<file path="config.mk">
export PLATFORM = sky130hd
export DESIGN_NAME = port_pin_pullup_control
export DESIGN_NICKNAME = d
export VERILOG_FILES = /design/src/rtl/port_pins_pkg.sv /design/src/rtl/pin_direction_bank.sv /design/src/rtl/port_pin_pullup_control.sv
export SDC_FILE = /design/constraint.sdc
export NUM_CORES = 1
export LEC_CHECK = 0
export BUFFER_PORTS_ARGS = -buffer_cell sky130_fd_sc_hd__buf_4
export CAP_MARGIN = 10
export CORE_MARGIN = 5
export CORE_UTILIZATION = 40
export CTS_CLUSTER_DIAMETER = 80
export DETAILED_ROUTE_END_ITERATION = 12
export PLACE_DENSITY = 0.75
export SLEW_MARGIN = 20
export SYNTH_ARGS = -nofsm -noshare
export SYNTH_HDL_FRONTEND = slang
export SYNTH_HIERARCHICAL = 1
export SYNTH_SLANG_ARGS = --single-unit
</file>
<file path="constraint.sdc">
create_clock -name i_clk -period 2.3 [get_ports i_clk]
set_clock_uncertainty 0.05 [all_clocks]
set_input_delay 0 -clock i_clk [delete_from_list [all_inputs] [get_ports i_clk]]
set_output_delay 0 -clock i_clk [all_outputs]
set_load 0.01 [all_outputs]
</file>
<file path="src/rtl/port_pins_pkg.sv">
// package for the port pin and pullup control block
// assumes a single 40 MHz clock domain and an 8-bit register port
package port_pins_pkg;
    // ********************************
    // widths
    // ********************************
    localparam int KEY_W = 4;
    localparam int CONV_W = 6;
    localparam int PLAIN_W = 2;
    localparam int ADDR_W = 4;
    localparam int DATA_W = 8;
    // ********************************
    // register offsets
    // ********************************
    localparam logic [3:0] OFF_KEY_DATA = 4'h0;
    localparam logic [3:0] OFF_CONV_DATA = 4'h1;
    localparam logic [3:0] OFF_PLAIN_DATA = 4'h2;
    localparam logic [3:0] OFF_KEY_DIR = 4'h4;
    localparam logic [3:0] OFF_CONV_DIR = 4'h5;
    localparam logic [3:0] OFF_PLAIN_DIR = 4'h6;
    localparam logic [3:0] OFF_KEY_PULL = 4'h8;
    localparam logic [3:0] OFF_PLAIN_PULL = 4'h9;
    localparam logic [3:0] OFF_KEY_FUNC = 4'hA;
    localparam logic [3:0] OFF_CONV_ANALOG = 4'hB;
    localparam logic [3:0] OFF_RESET_STAT = 4'hC;
    // ********************************
    // reset values
    // ********************************
    localparam logic [7:0] RST_ZERO = 8'h00;
    // field position of the pin reset flag in the status register
    localparam int POS_PIN_RESET = 0;
endpackage

</file>
<file path="src/rtl/pin_direction_bank.sv">
// one bank of data, direction and pullup-enable bits for a port
// assumes the owner decodes addresses and presents per-bank strobes
`timescale 1ns/1ps
module pin_direction_bank
    import port_pins_pkg::*;
#(
    parameter int W = 4
) (
    input wire logic i_clk,
    input wire logic i_reset_n,
    input wire logic i_data_we,
    input wire logic i_dir_we,
    input wire logic i_pull_we,
    input wire logic [W-1:0] i_wdata,
    input wire logic [W-1:0] i_pin_in,
    output logic [W-1:0] o_data,
    output logic [W-1:0] o_dir,
    output logic [W-1:0] o_pull_en,
    output logic [W-1:0] o_pin_out,
    output logic [W-1:0] o_pin_oe,
    output logic [W-1:0] o_read_level
);
    logic [W-1:0] data_reg;
    logic [W-1:0] dir_reg;
    logic [W-1:0] pull_reg;

    // output latch clears on reset; its value only reaches the pin once dir is set
    always_ff @(posedge i_clk or negedge i_reset_n) begin
        if (!i_reset_n) begin
            data_reg <= '0;
        end else if (i_data_we) begin
            data_reg <= i_wdata;
        end
    end

    // direction bits clear to input on reset
    always_ff @(posedge i_clk or negedge i_reset_n) begin
        if (!i_reset_n) begin
            dir_reg <= '0;
        end else if (i_dir_we) begin
            dir_reg <= i_wdata;
        end
    end

    // per-pin pullup enable
    always_ff @(posedge i_clk or negedge i_reset_n) begin
        if (!i_reset_n) begin
            pull_reg <= '0;
        end else if (i_pull_we) begin
            pull_reg <= i_wdata;
        end
    end

    assign o_data = data_reg;
    assign o_dir = dir_reg;
    assign o_pull_en = pull_reg;
    assign o_pin_out = data_reg;
    assign o_pin_oe = dir_reg;
    // outputs read back the latch, inputs the pin level
    assign o_read_level = (dir_reg & data_reg) | (~dir_reg & i_pin_in);
endmodule

</file>
<file path="src/rtl/port_pin_pullup_control.sv">
// top of the port pin and pullup control block
// assumes synchronous pin inputs and a one-cycle-latency register port
// How it works
// - pullups enabled per pin by software, applied only when that pin is input
// - an output pin always has its pullup released
// - each keyboard port pin individually selectable for keypad interrupt duty
// - pullup forced on while a keyboard pin is on keypad interrupt duty
// - converter port has no pullups at all
// - each converter pin is either digital i/o or an analog channel
// - reset pin driven low while any internal reset source is active
// - external low on reset pin forces the startup state
// - two-bit port is plain i/o with input-only per-pin pullups
// - a set direction bit makes an output unless the pin is on keypad or analog duty; all clear to input on reset
//
// Added by the designer: the plain strobed port and the register addresses.
`timescale 1ns/1ps
module port_pin_pullup_control
    import port_pins_pkg::*;
(
    input wire logic i_clk,
    input wire logic i_reset_n,
    input wire logic [ADDR_W-1:0] i_addr,
    input wire logic [DATA_W-1:0] i_wdata,
    input wire logic i_write,
    input wire logic i_read,
    output logic [DATA_W-1:0] o_rdata,
    input wire logic [KEY_W-1:0] i_keyboard_capable_port,
    output logic [KEY_W-1:0] o_keyboard_capable_port,
    output logic [KEY_W-1:0] o_keyboard_capable_port_oe,
    output logic [KEY_W-1:0] o_keyboard_capable_pullup,
    output logic [KEY_W-1:0] o_keypad_interrupt_function,
    output logic [KEY_W-1:0] o_keypad_wake_input,
    input wire logic [CONV_W-1:0] i_converter_capable_port,
    output logic [CONV_W-1:0] o_converter_capable_port,
    output logic [CONV_W-1:0] o_converter_capable_port_oe,
    output logic [CONV_W-1:0] o_converter_analog_select,
    input wire logic [PLAIN_W-1:0] i_plain_two_bit_port,
    output logic [PLAIN_W-1:0] o_plain_two_bit_port,
    output logic [PLAIN_W-1:0] o_plain_two_bit_port_oe,
    output logic [PLAIN_W-1:0] o_plain_two_bit_pullup,
    input wire logic i_internal_reset_req,
    input wire logic i_reset_pin,
    output logic o_reset_pin,
    output logic o_reset_pin_oe,
    output logic o_system_reset_n
);
    // ********************************
    // effective pullup function
    // ********************************
    function automatic logic [KEY_W-1:0] pull_of(input logic [KEY_W-1:0] func,
                                                   input logic [KEY_W-1:0] en,
                                                   input logic [KEY_W-1:0] dir);
        pull_of = func | (en & ~dir);
    endfunction

    // ********************************
    // register decode
    // ********************************
    logic key_data_we, key_dir_we, key_pull_we;
    logic conv_data_we, conv_dir_we;
    logic plain_data_we, plain_dir_we, plain_pull_we;
    assign key_data_we = i_write && (i_addr == OFF_KEY_DATA);
    assign key_dir_we = i_write && (i_addr == OFF_KEY_DIR);
    assign key_pull_we = i_write && (i_addr == OFF_KEY_PULL);
    assign conv_data_we = i_write && (i_addr == OFF_CONV_DATA);
    assign conv_dir_we = i_write && (i_addr == OFF_CONV_DIR);
    assign plain_data_we = i_write && (i_addr == OFF_PLAIN_DATA);
    assign plain_dir_we = i_write && (i_addr == OFF_PLAIN_DIR);
    assign plain_pull_we = i_write && (i_addr == OFF_PLAIN_PULL);

    logic [KEY_W-1:0] key_data, key_dir, key_pull_en, key_rd;
    logic [CONV_W-1:0] conv_data, conv_dir, conv_rd;
    logic [PLAIN_W-1:0] plain_data, plain_dir, plain_pull_en, plain_rd;
    logic [KEY_W-1:0] key_func_reg;
    logic [CONV_W-1:0] conv_analog_reg;
    logic pin_reset_seen_reg;

    // ********************************
    // port banks
    // ********************************
    pin_direction_bank #(.W(KEY_W)) u_key (
        .i_clk(i_clk), .i_reset_n(i_reset_n),
        .i_data_we(key_data_we), .i_dir_we(key_dir_we), .i_pull_we(key_pull_we),
        .i_wdata(i_wdata[KEY_W-1:0]), .i_pin_in(i_keyboard_capable_port),
        .o_data(key_data), .o_dir(key_dir), .o_pull_en(key_pull_en),
        .o_pin_out(o_keyboard_capable_port), .o_pin_oe(),
        .o_read_level(key_rd)
    );
    // the converter port never gets a pullup, so its enable strobe is tied off
    pin_direction_bank #(.W(CONV_W)) u_conv (
        .i_clk(i_clk), .i_reset_n(i_reset_n),
        .i_data_we(conv_data_we), .i_dir_we(conv_dir_we), .i_pull_we(1'b0),
        .i_wdata(i_wdata[CONV_W-1:0]), .i_pin_in(i_converter_capable_port),
        .o_data(conv_data), .o_dir(conv_dir), .o_pull_en(),
        .o_pin_out(o_converter_capable_port), .o_pin_oe(),
        .o_read_level(conv_rd)
    );
    pin_direction_bank #(.W(PLAIN_W)) u_plain (
        .i_clk(i_clk), .i_reset_n(i_reset_n),
        .i_data_we(plain_data_we), .i_dir_we(plain_dir_we), .i_pull_we(plain_pull_we),
        .i_wdata(i_wdata[PLAIN_W-1:0]), .i_pin_in(i_plain_two_bit_port),
        .o_data(plain_data), .o_dir(plain_dir), .o_pull_en(plain_pull_en),
        .o_pin_out(o_plain_two_bit_port), .o_pin_oe(o_plain_two_bit_port_oe),
        .o_read_level(plain_rd)
    );

    // ********************************
    // special function selects
    // ********************************
    // keypad duty per pin, any combination
    always_ff @(posedge i_clk or negedge i_reset_n) begin
        if (!i_reset_n) begin
            key_func_reg <= '0;
        end else if (i_write && (i_addr == OFF_KEY_FUNC)) begin
            key_func_reg <= i_wdata[KEY_W-1:0];
        end
    end

    // analog channel select per converter pin
    always_ff @(posedge i_clk or negedge i_reset_n) begin
        if (!i_reset_n) begin
            conv_analog_reg <= '0;
        end else if (i_write && (i_addr == OFF_CONV_ANALOG)) begin
            conv_analog_reg <= i_wdata[CONV_W-1:0];
        end
    end

    // ********************************
    // pin outputs
    // ********************************
    // keypad pins are inputs to the interrupt logic, so the driver stays off
    assign o_keyboard_capable_port_oe = key_dir & ~key_func_reg;
    assign o_keyboard_capable_pullup = pull_of(key_func_reg, key_pull_en, key_dir);
    assign o_keypad_interrupt_function = key_func_reg;
    assign o_keypad_wake_input = i_keyboard_capable_port & key_func_reg;
    // analog pins must not be driven, or the sample is corrupted
    assign o_converter_capable_port_oe = conv_dir & ~conv_analog_reg;
    assign o_converter_analog_select = conv_analog_reg;
    assign o_plain_two_bit_pullup = plain_pull_en & ~plain_dir;

    // ********************************
    // reset pin
    // ********************************
    // open drain: only ever drives low, the pin's own pullup gives the high
    assign o_reset_pin = 1'b0;
    assign o_reset_pin_oe = i_internal_reset_req | ~i_reset_n;
    // external low resets the system; the pin level is taken as synchronous
    assign o_system_reset_n = i_reset_pin & ~i_internal_reset_req;

    // sticky flag: pin seen low while not driven by us, cleared by reading
    always_ff @(posedge i_clk or negedge i_reset_n) begin
        if (!i_reset_n) begin
            pin_reset_seen_reg <= 1'b0;
        end else if (!i_reset_pin && !o_reset_pin_oe) begin
            pin_reset_seen_reg <= 1'b1; // set beats clear
        end else if (i_read && (i_addr == OFF_RESET_STAT)) begin
            pin_reset_seen_reg <= 1'b0;
        end
    end

    // ********************************
    // read port
    // ********************************
    logic [DATA_W-1:0] rdata_next;
    always_comb begin
        rdata_next = RST_ZERO;
        unique case (i_addr)
            OFF_KEY_DATA: rdata_next[KEY_W-1:0] = key_rd;
            OFF_CONV_DATA: rdata_next[CONV_W-1:0] = conv_rd;
            OFF_PLAIN_DATA: rdata_next[PLAIN_W-1:0] = plain_rd;
            OFF_KEY_DIR: rdata_next[KEY_W-1:0] = key_dir;
            OFF_CONV_DIR: rdata_next[CONV_W-1:0] = conv_dir;
            OFF_PLAIN_DIR: rdata_next[PLAIN_W-1:0] = plain_dir;
            OFF_KEY_PULL: rdata_next[KEY_W-1:0] = key_pull_en;
            OFF_PLAIN_PULL: rdata_next[PLAIN_W-1:0] = plain_pull_en;
            OFF_KEY_FUNC: rdata_next[KEY_W-1:0] = key_func_reg;
            OFF_CONV_ANALOG: rdata_next[CONV_W-1:0] = conv_analog_reg;
            OFF_RESET_STAT: rdata_next[POS_PIN_RESET] = pin_reset_seen_reg;
            default: rdata_next = RST_ZERO;
        endcase
    end

    // read data stands only in the cycle after the strobe
    logic [DATA_W-1:0] rdata_reg;
    always_ff @(posedge i_clk or negedge i_reset_n) begin
        if (!i_reset_n) begin
            rdata_reg <= RST_ZERO;
        end else if (i_read) begin
            rdata_reg <= rdata_next;
        end else begin
            rdata_reg <= RST_ZERO;
        end
    end
    assign o_rdata = rdata_reg;

    // ********************************
    // checks
    // ********************************
    chk_out_no_pull: assert property (@(posedge i_clk) disable iff (!i_reset_n)
        (o_keyboard_capable_port_oe != 0) |->
        ((o_keyboard_capable_port_oe & o_keyboard_capable_pullup) == 0))
        else $error("driven keyboard pin has pullup");
    chk_key_func_pull: assert property (@(posedge i_clk) disable iff (!i_reset_n)
        (key_func_reg & ~o_keyboard_capable_pullup) == 0)
        else $error("keypad pin lacks pullup");
    chk_pull_formula: assert property (@(posedge i_clk) disable iff (!i_reset_n)
        o_keyboard_capable_pullup == (key_func_reg | (key_pull_en & ~key_dir)))
        else $error("keyboard pullup mismatch");
    chk_pull_write: assert property (@(posedge i_clk) disable iff (!i_reset_n)
        key_pull_we && (key_dir == 0) && (key_func_reg == 0) && !key_dir_we |=>
        o_keyboard_capable_pullup == $past(i_wdata[KEY_W-1:0]))
        else $error("pullup write not applied");
    chk_plain_pull: assert property (@(posedge i_clk) disable iff (!i_reset_n)
        (o_plain_two_bit_pullup & o_plain_two_bit_port_oe) == 0)
        else $error("plain port pull while driving");
    chk_analog_float: assert property (@(posedge i_clk) disable iff (!i_reset_n)
        (o_converter_capable_port_oe & o_converter_analog_select) == 0)
        else $error("analog pin driven");
    chk_reset_drive: assert property (@(posedge i_clk) disable iff (!i_reset_n)
        i_internal_reset_req |-> o_reset_pin_oe && !o_reset_pin && !o_system_reset_n)
        else $error("reset pin not driven low");
    chk_dir_write: assert property (@(posedge i_clk) disable iff (!i_reset_n)
        conv_dir_we && (conv_analog_reg == 0) && !(i_write && i_addr == OFF_CONV_ANALOG)
        |=> o_converter_capable_port_oe == $past(i_wdata[CONV_W-1:0]))
        else $error("direction write not applied");
    chk_ext_reset: assert property (@(posedge i_clk) disable iff (!i_reset_n)
        !i_reset_pin |-> !o_system_reset_n)
        else $error("external reset ignored");
    chk_flag_set_wins: assert property (@(posedge i_clk) disable iff (!i_reset_n)
        (!i_reset_pin && !o_reset_pin_oe) |=> pin_reset_seen_reg)
        else $error("pin reset flag not set");
endmodule

</file>
==> impl_metrics.py <==
metrics = {
    "critical_path": {
        "crit_family": "flip-flops",
        "criticalPathCategory": "reg2reg",
        "cp_num_cells": 5,
        "cp.required_ns": 2.46,
        "reg2reg_depth": 5,
        "worstPathCellList": "mux2_1 > or3b_1 > a21oi_1 > o21bai_1 > a41oi_1",
        "worstSetupEndpointType": "flip-flop",
        "startpoint_type": "flip-flop",
        "cp_num_buf_inv": 0,
        "slowest_stage": "dfrtp_1",
        "worstPathArrival_ns": 1.74,
        "cp_slowest_stage_delay_ns": 0.44,
        "worstPathMaxFanout": 4,
    },
    "clocking": {
        "cts_resized": 0,
        "cts_made_buffers": 5,
        "postCtsSetupBuffers": 0,
        "path_clk_slew_ns": 0.08,
        "ctsHoldBuffers": 10,
        "clockBufferDepth": 2,
        "cts_tree": "yes",
        "htree_num_levels": 2,
        "cts_sinks": 47,
        "root_buffer": "clkbuf_8",
        "clk_latency_ns": 0.30,
    },
    "timing": {
        "whs_ns": 0.0571,
        "fin_setup_tns_ns": 0,
        "max_slew_margin_pct": 57.2,
        "worstMarginPinSlew_ns": 0.638,
        "hold_violations": 0,
        "fin_crit_sh_pct": 68.5,
        "slew_viol_final": 0,
        "finalSetupViolCount": 0,
        "max_freq_mhz": 635,
        "fin_crit_ns": 1.57,
        "rsz0062_at_grt": "no",
    },
    "floorplanning": {
        "coreArea_mm2": 0.00676,
        "io_pins": 85,
        "fp.dieArea_mm2": 0.00869,
        "start_util_pct": 41.0,
        "die_h_um": 93.2,
        "die_w_um": 93.2,
        "num_rows": 30,
    },
    "global_routing": {
        "antenna_found_initial": 0,
        "grt_pass1_vias": 2138,
        "met2_usage_pct": 25.7,
        "grt.busiest_layer": "met2",
        "grt.total_usage_pct": 16.0,
        "grt_overflow": 0,
        "grt_start_max_net_pins": 34,
        "grt_util_met3_pct": 3.70,
        "grtUsageMet1_pct": 21.8,
        "grt_pass1_wl_um": 11000,
    },
    "drt": {
        "wire_per_inst_um": 16.8,
        "drt_iter0_markers": 104,
        "vias": 2090,
        "drc": 0,
        "antenna_left": 0,
        "dr.pass1.iters": 4,
        "routed_wl_um": 6690,
        "vias_per_cell": 5.25,
    },
    "cells_and_area": {
        "post-route-util_pct": 51.2,
        "final_common_cell": "buf_4",
        "syn2layout_area_growth_pct": 24.9,
        "final_nets": 347,
        "drive_above_1_share_pct": 37.7,
        "layout_common_cells": "82 x buf_4, 47 x dfrtp_1, 31 x mux2_1",
        "diodes": 0,
    },
    "synth": {
        "avgSynthCellArea_um2": 11.4,
        "syn_inst": 244,
        "syn-cell-area_mm2": 0.00277,
        "yosys_warnings": 6,
    },
    "power_and_ir_drop": {
        "p_total_w": 0.00255,
        "p_leak_nw": 1.62,
        "p_per_area_mw_per_mm2": 737,
        "vdd_drop_max_mv": 0.323,
    },
    "outcome": {
        "status": "completed",
    },
    "job": {
        "cap_violations": 0,
    },
    "hold_path": {
        "hold_depth": 4,
        "hold_class": "in2reg",
    },
    "place": {
        "routabilityCongestion": 0.795,
        "hpwl_um": 5030,
        "port_buffers": 79,
    },
}
==> routing by layer <==
layer  up-vias  share of wire (%)  routed length (um)
li1        997                  -                   -
met1      1009                 46                3060
met2        76                 46                3110
met3         8                6.6                 441
met4         0                1.2                  80
met5         -                  0                   0
==> per-stage QoR <==
| step | cell area [um^2] | setup WS (ns) | instances |
|---|---|---|---|
| after floorplan | 2780 | 0.890 | 246 |
| after global placement | 3280 | 0.631 | 380 |
| after detailed placement | 3280 | 0.520 | 380 |
| after CTS | 3460 | 0.713 | 398 |
| after global routing | 3460 | 0.583 | 398 |
| final | 3460 | 0.725 | 398 |
==> where the power goes <==
group	leakage, nW	total [W]	internal [W]	switching [W]
Combinational	0.986	0.000897	0.000529	0.000369
Clock	0.0477	0.000480	0.000208	0.000271
Sequential	0.584	0.00117	0.000996	0.000177
==> final cells by class <==
cell class	count	area (um^2)
Inverter	5	18.8
Fill cell	645	3300
Clock inverter	3	15.0
Multi-Input combinational cell	166	1370
Tap cell	80	100
Timing Repair Buffer	92	716
Sequential cell	47	1180
Clock buffer	5	68.8
==> worst register-to-register path: cells and delay by family, from the launching register on <==
family / cells / cell delay (ns)
DFF: 1 / 0.44
AOI/OAI and AO/OA: 3 / 0.43
and+or+nand+nor: 1 / 0.34
muxes: 1 / 0.23
==> final timing paths <==
path | start | endpoint | slack [ns]
worst min register to register | u_plain/o_pull_en[0]$_DFFE_PN0P_ | u_plain/o_pull_en[0]$_DFFE_PN0P_ | 0.46
worst max register to register | u_key/o_dir[0]$_DFFE_PN0P_ | o_rdata[0]$_DFF_PN0_ | 0.73
worst max-delay path | u_key/o_dir[0]$_DFFE_PN0P_ | o_rdata[0]$_DFF_PN0_ | 0.73
worst min-delay path | i_converter_capable_port[5] | o_rdata[5]$_DFF_PN0_ | 0.06
min in group asynchronous | i_reset_n | u_conv/o_data[5]$_DFFE_PN0P_ | 0.13
max in group asynchronous | i_reset_n | u_key/o_dir[0]$_DFFE_PN0P_ | 1.52
Note: power is estimated with default switching activity, not from simulation.
